**config.mk**
```make
export PLATFORM = sky130hd
export DESIGN_NAME = sgoc_top
export DESIGN_NICKNAME = d
export VERILOG_FILES = /design/src/sgoc_pkg.sv /design/src/sgoc_fifo.sv /design/src/sgoc_top.sv
export SDC_FILE = /design/constraint.sdc
export NUM_CORES = 1
export LEC_CHECK = 0
export ABC_AREA = 1
export BUFFER_PORTS_ARGS = -buffer_cell sky130_fd_sc_hd__buf_4
export CAP_MARGIN = 0
export CORE_UTILIZATION = 35
export DETAILED_ROUTE_END_ITERATION = 10
export GPL_ROUTABILITY_DRIVEN = 0
export PLACE_DENSITY = 0.57
export SYNTH_ARGS = -nofsm -noshare
export SYNTH_HDL_FRONTEND = slang
export SYNTH_SLANG_ARGS = --single-unit
```
**constraint.sdc**
```tcl
create_clock -name mclk_i -period 10.1 [get_ports mclk_i]
set_input_delay 0.505 -clock mclk_i [delete_from_list [all_inputs] [get_ports mclk_i]]
set_output_delay 0.505 -clock mclk_i [all_outputs]
set_load 0.005 [all_outputs]
```
**src/sgoc_pkg.sv**
```systemverilog
// Package: constants and types of the sample gain/offset corrector
`default_nettype none

package sgoc_pkg;

  // ----------------------------------------
  // Widths
  // ----------------------------------------
  localparam int SAMPLE_W = 14;
  localparam int FIFO_DEPTH = 16;
  localparam int FIFO_LVL_W = 5;
  localparam int FRAC_W = 12;

  // ----------------------------------------
  // Register indices (byte address = 4 * index)
  // ----------------------------------------
  localparam logic [7:0] IDX_CONFIG3 = 8'h03;
  localparam logic [7:0] IDX_CH15_ODD = 8'h35;
  localparam logic [7:0] IDX_CH15_EVEN = 8'h36;
  localparam logic [7:0] IDX_CH16_ODD = 8'h37;
  localparam logic [7:0] IDX_CH16_EVEN = 8'h38;
  localparam logic [7:0] IDX_PAT_HPF = 8'h39;
  localparam logic [7:0] IDX_STATUS = 8'h3A;

  // ----------------------------------------
  // Field positions and reset values
  // ----------------------------------------
  localparam int CFG_GAIN_EN_BIT = 12;
  localparam int CFG_OFFSET_EN_BIT = 8;
  localparam int GAIN_LSB = 11;
  localparam int GAIN_MSB = 15;
  localparam int OFFSET_MSB = 9;
  localparam int HPF_EN_BIT = 0;
  localparam int HPF_CORNER_LSB = 1;
  localparam int HPF_CORNER_MSB = 4;
  localparam int PAT14_LSB = 6;
  localparam int PAT13_LSB = 9;
  localparam int PRBS_LSB = 12;
  localparam int STAT_VALID_BIT = 8;
  localparam int STAT_CORNER_BIT = 9;
  localparam logic [3:0] CORNER_MIN = 4'h2;
  localparam logic [3:0] CORNER_MAX = 4'hA;
  localparam logic [15:0] CORR_RESET = 16'h0000;
  localparam logic [31:0] UNMAPPED_READ = 32'h00000000;

  // ----------------------------------------
  // Gain table: round(4096 * 10^(N * 0.2 / 20))
  // ----------------------------------------
  localparam logic [13:0] GAIN_UNITY = 14'h1000;
  localparam logic [13:0] GAIN_LUT [32] = '{
    14'h1000, 14'h105F, 14'h10C1, 14'h1125, 14'h118B, 14'h11F4,
    14'h125F, 14'h12CC, 14'h133C, 14'h13AF, 14'h1425, 14'h149D,
    14'h1518, 14'h1595, 14'h1616, 14'h169A, 14'h1721, 14'h17AA,
    14'h1838, 14'h18C8, 14'h195C, 14'h19F3, 14'h1A8E, 14'h1B2C,
    14'h1BCE, 14'h1C74, 14'h1D1D, 14'h1DCB, 14'h1E7D, 14'h1F33,
    14'h1FED, 14'h20AB};
  localparam logic signed [29:0] SAT_MAX = 30'sh00001FFF;
  localparam logic signed [29:0] SAT_MIN = 30'sh3FFFE000;

  // ----------------------------------------
  // Types
  // ----------------------------------------
  typedef struct packed {
    logic chan16;
    logic odd;
    logic [SAMPLE_W-1:0] data;
  } sgoc_sample_t;

  typedef struct packed {
    logic [3:0][15:0] corr;
    logic [15:0] pat_hpf;
    logic gain_en;
    logic off_en;
    logic pready;
    logic pslverr;
    logic [31:0] prdata;
    logic out_valid;
    sgoc_sample_t out;
  } sgoc_state_t;

endpackage

`default_nettype wire

```
**src/sgoc_fifo.sv**
```systemverilog
// Sample FIFO with registered read data and registered ready flag
`default_nettype none

module sgoc_fifo #(
  parameter int WIDTH = 16,
  parameter int DEPTH = 16,
  localparam int AW = $clog2(DEPTH)
) (
  // Clock and reset
  input wire logic clk_i,
  input wire logic rst_n_i,
  // Fill side
  input wire logic in_valid_i,
  output logic in_ready_o,
  input wire logic [WIDTH-1:0] in_data_i,
  // Drain side
  output logic out_valid_o,
  input wire logic out_ready_i,
  output logic [WIDTH-1:0] out_data_o,
  // Occupancy
  output logic [AW:0] level_o
);

  // DEPTH must be a power of two so the pointers wrap by themselves
  typedef struct packed {
    logic [AW-1:0] wr;
    logic [AW-1:0] rd;
    logic [AW:0] cnt;
    logic rdy;
    logic vld;
    logic [WIDTH-1:0] dat;
  } sgoc_fifo_state_t;

  logic [WIDTH-1:0] mem [DEPTH];
  sgoc_fifo_state_t st_reg, st_next;
  logic push, load;

  always_comb
  begin
    st_next = st_reg;
    push = in_valid_i && st_reg.rdy;
    load = (st_reg.cnt != '0) && (!st_reg.vld || out_ready_i);
    if (push)
    begin
      st_next.wr = st_reg.wr + 1'b1;
    end
    if (load)
    begin
      st_next.rd = st_reg.rd + 1'b1;
      st_next.dat = mem[st_reg.rd];
    end
    st_next.cnt = st_reg.cnt + (AW+1)'(push) - (AW+1)'(load);
    // Ready sits in a flop of its own so the cores never see a
    // decoded compare on their handshake
    st_next.rdy = (st_next.cnt != (AW+1)'(DEPTH));
    st_next.vld = load || (st_reg.vld && !out_ready_i);
  end

  always_ff @(posedge clk_i)
  begin
    if (push)
    begin
      mem[st_reg.wr] <= in_data_i;
    end
  end

  always_ff @(posedge clk_i or negedge rst_n_i)
  begin
    if (!rst_n_i)
    begin
      st_reg <= '0;
      st_reg.rdy <= 1'b1;
    end
    else
    begin
      st_reg <= st_next;
    end
  end

  assign in_ready_o = st_reg.rdy;
  assign out_valid_o = st_reg.vld;
  assign out_data_o = st_reg.dat;
  assign level_o = st_reg.cnt + (AW+1)'(st_reg.vld);

endmodule

`default_nettype wire

```
**src/sgoc_top.sv**
```systemverilog
// Gain/offset corrector for converter channels 15 and 16, APB slave
`default_nettype none

module sgoc_top
  import sgoc_pkg::*;
(
  // Clock and reset
  input wire logic mclk_i,
  input wire logic rst_n_i,
  // APB slave
  input wire logic psel_i,
  input wire logic penable_i,
  input wire logic pwrite_i,
  input wire logic [11:0] paddr_i,
  input wire logic [31:0] pwdata_i,
  output logic [31:0] prdata_o,
  output logic pready_o,
  output logic pslverr_o,
  // Samples from the converter cores
  input wire logic smp_valid_i,
  output logic smp_ready_o,
  input wire sgoc_sample_t smp_i,
  // Corrected samples
  output logic cor_valid_o,
  input wire logic cor_ready_i,
  output sgoc_sample_t cor_o,
  // Filter and pattern controls
  output logic highpass_enable_upper_group_o,
  output logic [3:0] highpass_corner_upper_group_o,
  output logic [3:0] prbs_select_o,
  output logic [2:0] pattern_select_out13_o,
  output logic [2:0] pattern_select_out14_o
);

  // ----------------------------------------
  // Declarations
  // ----------------------------------------
  sgoc_state_t st, nx;
  logic f_valid, f_ready;
  sgoc_sample_t f_data;
  logic [FIFO_LVL_W-1:0] f_level;
  logic setup, access, aligned, hit;
  logic [7:0] idx;
  logic [31:0] rd_data;
  logic [1:0] slot;
  logic [15:0] cr;
  logic [3:0] corner;
  logic corner_bad;
  logic signed [14:0] off, diff;
  logic [13:0] gain;
  logic signed [29:0] prod, scaled;
  logic [13:0] res;

  // ----------------------------------------
  // Input buffer
  // ----------------------------------------
  // Absorbs converter bursts while the consumer stalls; a full
  // buffer drops ready towards the cores
  sgoc_fifo #(
    .WIDTH($bits(sgoc_sample_t)),
    .DEPTH(FIFO_DEPTH)
  ) u_fifo (
    .clk_i(mclk_i),
    .rst_n_i(rst_n_i),
    .in_valid_i(smp_valid_i),
    .in_ready_o(smp_ready_o),
    .in_data_i(smp_i),
    .out_valid_o(f_valid),
    .out_ready_i(f_ready),
    .out_data_o(f_data),
    .level_o(f_level)
  );

  // ----------------------------------------
  // Register decode
  // ----------------------------------------
  always_comb
  begin
    setup = psel_i && !penable_i;
    access = psel_i && penable_i && st.pready;
    idx = paddr_i[9:2];
    aligned = (paddr_i[1:0] == 2'b00) && (paddr_i[11:10] == 2'b00);
    corner = st.pat_hpf[HPF_CORNER_MSB:HPF_CORNER_LSB];
    corner_bad = st.pat_hpf[HPF_EN_BIT]
      && ((corner < CORNER_MIN) || (corner > CORNER_MAX));
    hit = aligned;
    rd_data = UNMAPPED_READ;
    case (idx)
      IDX_CONFIG3:
      begin
        rd_data[CFG_GAIN_EN_BIT] = st.gain_en;
        rd_data[CFG_OFFSET_EN_BIT] = st.off_en;
      end
      IDX_CH15_EVEN: rd_data[15:0] = st.corr[0];
      IDX_CH15_ODD: rd_data[15:0] = st.corr[1];
      IDX_CH16_EVEN: rd_data[15:0] = st.corr[2];
      IDX_CH16_ODD: rd_data[15:0] = st.corr[3];
      IDX_PAT_HPF: rd_data[15:0] = st.pat_hpf;
      IDX_STATUS:
      begin
        rd_data[FIFO_LVL_W-1:0] = f_level;
        rd_data[STAT_VALID_BIT] = st.out_valid;
        rd_data[STAT_CORNER_BIT] = corner_bad;
      end
      default: hit = 1'b0;
    endcase
    if (!aligned)
    begin
      rd_data = UNMAPPED_READ;
    end
  end

  // ----------------------------------------
  // Correction datapath
  // ----------------------------------------
  always_comb
  begin
    slot = {f_data.chan16, f_data.odd};
    cr = st.corr[slot];
    off = st.off_en ? {{5{cr[OFFSET_MSB]}}, cr[OFFSET_MSB:0]} : '0;
    diff = $signed({f_data.data[13], f_data.data}) - off;
    gain = st.gain_en ? GAIN_LUT[cr[GAIN_MSB:GAIN_LSB]] : GAIN_UNITY;
    prod = diff * $signed({1'b0, gain});
    scaled = prod >>> FRAC_W;
    // Saturate instead of wrapping: a wrapped full-scale sample
    // would show up as a spike of the opposite sign
    if (scaled > SAT_MAX)
    begin
      res = SAT_MAX[13:0];
    end
    else if (scaled < SAT_MIN)
    begin
      res = SAT_MIN[13:0];
    end
    else
    begin
      res = scaled[13:0];
    end
    f_ready = !st.out_valid || cor_ready_i;
  end

  // ----------------------------------------
  // Next state
  // ----------------------------------------
  always_comb
  begin
    nx = st;
    // No wait state: ready and read data are registered at the setup edge, so read data come from a flop
    nx.pready = setup;
    nx.pslverr = setup && !hit;
    if (setup)
    begin
      nx.prdata = rd_data;
    end
    if (access && pwrite_i && hit)
    begin
      case (idx)
        IDX_CONFIG3:
        begin
          nx.gain_en = pwdata_i[CFG_GAIN_EN_BIT];
          nx.off_en = pwdata_i[CFG_OFFSET_EN_BIT];
        end
        IDX_CH15_EVEN: nx.corr[0] = pwdata_i[15:0];
        IDX_CH15_ODD: nx.corr[1] = pwdata_i[15:0];
        IDX_CH16_EVEN: nx.corr[2] = pwdata_i[15:0];
        IDX_CH16_ODD: nx.corr[3] = pwdata_i[15:0];
        IDX_PAT_HPF: nx.pat_hpf = pwdata_i[15:0];
        default: nx.out_valid = st.out_valid;
      endcase
    end
    // unity gain and zero offset pass through
    if (f_valid && f_ready)
    begin
      nx.out_valid = 1'b1;
      nx.out.chan16 = f_data.chan16;
      nx.out.odd = f_data.odd;
      nx.out.data = res;
    end
    else if (cor_ready_i)
    begin
      nx.out_valid = 1'b0;
    end
  end

  always_ff @(posedge mclk_i or negedge rst_n_i)
  begin
    if (!rst_n_i)
    begin
      st <= '0;
      st.corr <= {4{CORR_RESET}};
      st.pat_hpf <= CORR_RESET;
    end
    else
    begin
      st <= nx;
    end
  end

  // ----------------------------------------
  // Outputs
  // ----------------------------------------
  assign prdata_o = st.prdata;
  assign pready_o = st.pready;
  assign pslverr_o = st.pslverr;
  assign cor_valid_o = st.out_valid;
  assign cor_o = st.out;
  assign highpass_enable_upper_group_o = st.pat_hpf[HPF_EN_BIT];
  assign highpass_corner_upper_group_o = corner_reg_view();
  assign prbs_select_o = st.pat_hpf[PRBS_LSB+3:PRBS_LSB];
  assign pattern_select_out13_o = st.pat_hpf[PAT13_LSB+2:PAT13_LSB];
  assign pattern_select_out14_o = st.pat_hpf[PAT14_LSB+2:PAT14_LSB];

  function automatic logic [3:0] corner_reg_view();
    return st.pat_hpf[HPF_CORNER_MSB:HPF_CORNER_LSB];
  endfunction

  logic take;
  assign take = f_valid && f_ready;
endmodule

`default_nettype wire

```
==> flow_summary.yaml <==
run_status:
  status: "completed"
worst_setup_path:
  reg2reg_depth: 38
  r2r-start: "u_fifo.out_data_o[15]$_DFFE_PN0P_"
  critPathKind: "flop to flop"
  cp_max_fo: 19
  reg2reg_slack_ns: 0.74
  r2r-end: "cor_o[8]$_DFFE_PN0P_"
  end_kind: "flop"
  cp_slowest_cell: "fa_2"
  start_kind: "flop"
  max_stage_delay_ns: 0.57
  cp_data_required_time_ns: 10.61
  arrival_ns: 9.87
yosys:
  synth_cell_types: 59
  synth_area_per_cell_um2: 9.82
  ys_top_cells_by_area: "edfxtp_1, fa_1, dfrtp_1, nand2_1, inv_1"
  yosysWarnings: 0
  ys_async_sr_fraction: 0.366
  synth_edf_count: 256
  synth_top_cell_area_share: 0.287
  synth_area_um2: 26800
  synth_ff_type: "edfxtp_1"
  synthCells: 2725
  synth_area_leader_cell: "edfxtp_1"
  ys_seq_area_frac: 0.426
  synth-seq-cells: 404
die:
  die_w_um: 279
  die_height_um: 279
  die-area_um2: 77600
  rows: 101
  ioPinCount: 134
  start_util: 0.353
  core_um2: 75800
grt:
  grt_pass1_wl_um: 109000
  antenna_found_initial: 3
  grt_pass1_vias: 19218
  grt.total_usage: 0.181
  grt_max_degree: 80
  grt_overflow_total: 0
final_layout:
  n_antenna_cell: 0
  post-route-util: 0.393
  area_delta_synth_final_pct: 11.4
  fin_nets: 3161
  drive_gt1_frac: 0.111
  fill_cells: 7523
  largest_reg_flops: 256
worst_hold_path:
  min_path_type: "input port to flop"
  min_from: "penable_i"
  hold_end: "pready_o$_DFF_PN0_"
  hold_depth: 2
route:
  drc: 0
  dr.pass1.iters: 7
  routedWlPerCell_um: 18.1
  dr.first_iter.drc_count: 1435
  vias: 19084
  viasPerCell: 5.04
  drt_wl_total_um: 68600
  ant_nets: 0
timing:
  clock_skew_ns: 0.0273
  drv_slew: 0
  fmax_mhz: 107
  layout_min_cycle_time_ns: 9.36
  finalSetupTns_ns: 0
  hold_violations: 0
  relSlewSlack: 0.283
  worstMarginPinSlew_ns: 1.07
  setup_viol: 0
  min_period_over_period: 0.926
  rsz0062_at_grt: "no"
cts:
  numCtsBuffers: 46
  max-clock-path-buffers: 3
  cts_tree: "yes"
  clkSlewWorstSetupHoldPaths_ns: 0.06
  clock_latency_ns: 0.60
  htree_levels: 2
  clock_sinks: 404
  root_buffer: "clkbuf_16"
placement:
  post-dp-hpwl_um: 48600
  portBuffers: 101
run:
  maxCapViolCount: 0
==> synthesized netlist by cell type, types with 3 or more instances <==
library cell	n
nand3_2	8
nand3_1	44
nor2_1	330
a21oi_2	11
o21bai_1	4
o2111ai_1	4
edfxtp_1	256
buf_4	62
inv_1	388
a31oi_1	23
inv_2	5
buf_6	5
nor4_1	9
nor3_1	16
o21ai_1	6
clkinv_1	3
nand2_4	7
xnor2_1	15
nand2_2	24
buf_2	9
o31ai_1	4
mux2i_1	44
o21ai_0	224
a21oi_1	81
o32ai_1	20
ha_1	116
fa_1	205
a221oi_1	4
o22ai_1	21
nand2_1	397
nand4_1	7
dfrtp_1	147
buf_1	11
or2_2	4
a211oi_1	9
o221ai_1	47
xor2_1	30
clkbuf_1	74
o211ai_1	22
o21a_1	5
==> worst max-delay path by stage <==
stage | from | endpoint | slack [ns] | depth (start not counted)
after detailed placement | u_fifo.out_data_o[14]$_DFFE_PN0P_ | cor_o[7]$_DFFE_PN0P_ | 0.40 | 38
after floorplan | u_fifo.out_data_o[14]$_DFFE_PN0P_ | cor_o[1]$_DFFE_PN0P_ | 1.40 | 43
after CTS | u_fifo.out_data_o[14]$_DFFE_PN0P_ | cor_o[8]$_DFFE_PN0P_ | 0.34 | 38
final | u_fifo.out_data_o[15]$_DFFE_PN0P_ | cor_o[8]$_DFFE_PN0P_ | 0.74 | 38
after global routing | u_fifo.out_data_o[15]$_DFFE_PN0P_ | cor_o[6]$_DFFE_PN0P_ | 0.05 | 40
after global placement | u_fifo.out_data_o[14]$_DFFE_PN0P_ | cor_o[7]$_DFFE_PN0P_ | 0.53 | 38
==> cell type report <==
class                           count  area [µm²]  share of cell area
Timing Repair Buffer              147        1120              0.0376
Sequential cell                   404       11400               0.382
Multi-Input combinational cell   1777       13100               0.439
Clock inverter                     19         173             0.00579
Clock buffer                       67        1310              0.0440
Tap cell                          978        1220              0.0410
Inverter                          397        1500              0.0501
==> per-stage QoR <==
| step | cells | setup WS, ns | hold WS (ns) | cell area, µm² |
|---|---|---|---|---|
| global route | 3789 | 0.0469 | 0.124 | 29800 |
| global placement | 3701 | 0.527 | 0.468 | 28300 |
| CTS | 3788 | 0.345 | 0.123 | 29800 |
| floorplan | 2740 | 1.40 | 0.209 | 26800 |
| finish | 3789 | 0.744 | 0.143 | 29800 |
| detailed placement | 3701 | 0.405 | 0.472 | 28300 |
==> per-layer routing <==
metal | global-route usage | wire length, µm | share of wire
met1 | 0.237 | 30200 | 0.44
met2 | 0.305 | 33100 | 0.48
met3 | 0.0288 | 3470 | 0.051
met4 | 0.0555 | 1820 | 0.027
met5 | 0 | 39 | 0.00057
==> worst max-delay path: cells and delay by family (launching register included) <==
| kind | cells | cell delay (ns) |
|---|---|---|
| xor gates and xnor gates | 1 | 0.28 |
| AOI/OAI and AO/OA | 13 | 2.40 |
| adders and majority gates | 9 | 4.00 |
| buffers and inverters | 8 | 1.21 |
| DFF | 1 | 0.39 |
| and+or+nand+nor | 7 | 0.97 |
==> cells by family after synthesis <==
| family | synth area share |
|---|---|
| AOI/OAI and AO/OA | 0.113 |
| xor gates and xnor gates | 0.0159 |
| adders and majority gates | 0.208 |
| buffers and inverters | 0.0895 |
| DFF | 0.426 |
| muxes | 0.0169 |
| other | 0.000140 |
| and+or+nand+nor | 0.132 |
==> cells in the final DEF, fill, tap and decap left out, drive strengths merged, types with 52 or more instances in the layout <==
cell and n:
fa 205, ha 116, nand2 428, o21ai 230, clkbuf 67, nor2 333
buf 146, dfrtp 147, edfxtp 256, nand3 52, a21oi 93, inv 397
==> timing repair <==
item                       in CTS  in global routing
buffers inserted                0                  1
hold buffers                    1                  0
setup endpoints to repair       0                 13
gates resized for setup         0                  2
hold endpoints to repair       61                  0
Power is not shown: default switching activity piles up to over one toggle a cycle in this logic, so the estimate is an artifact.
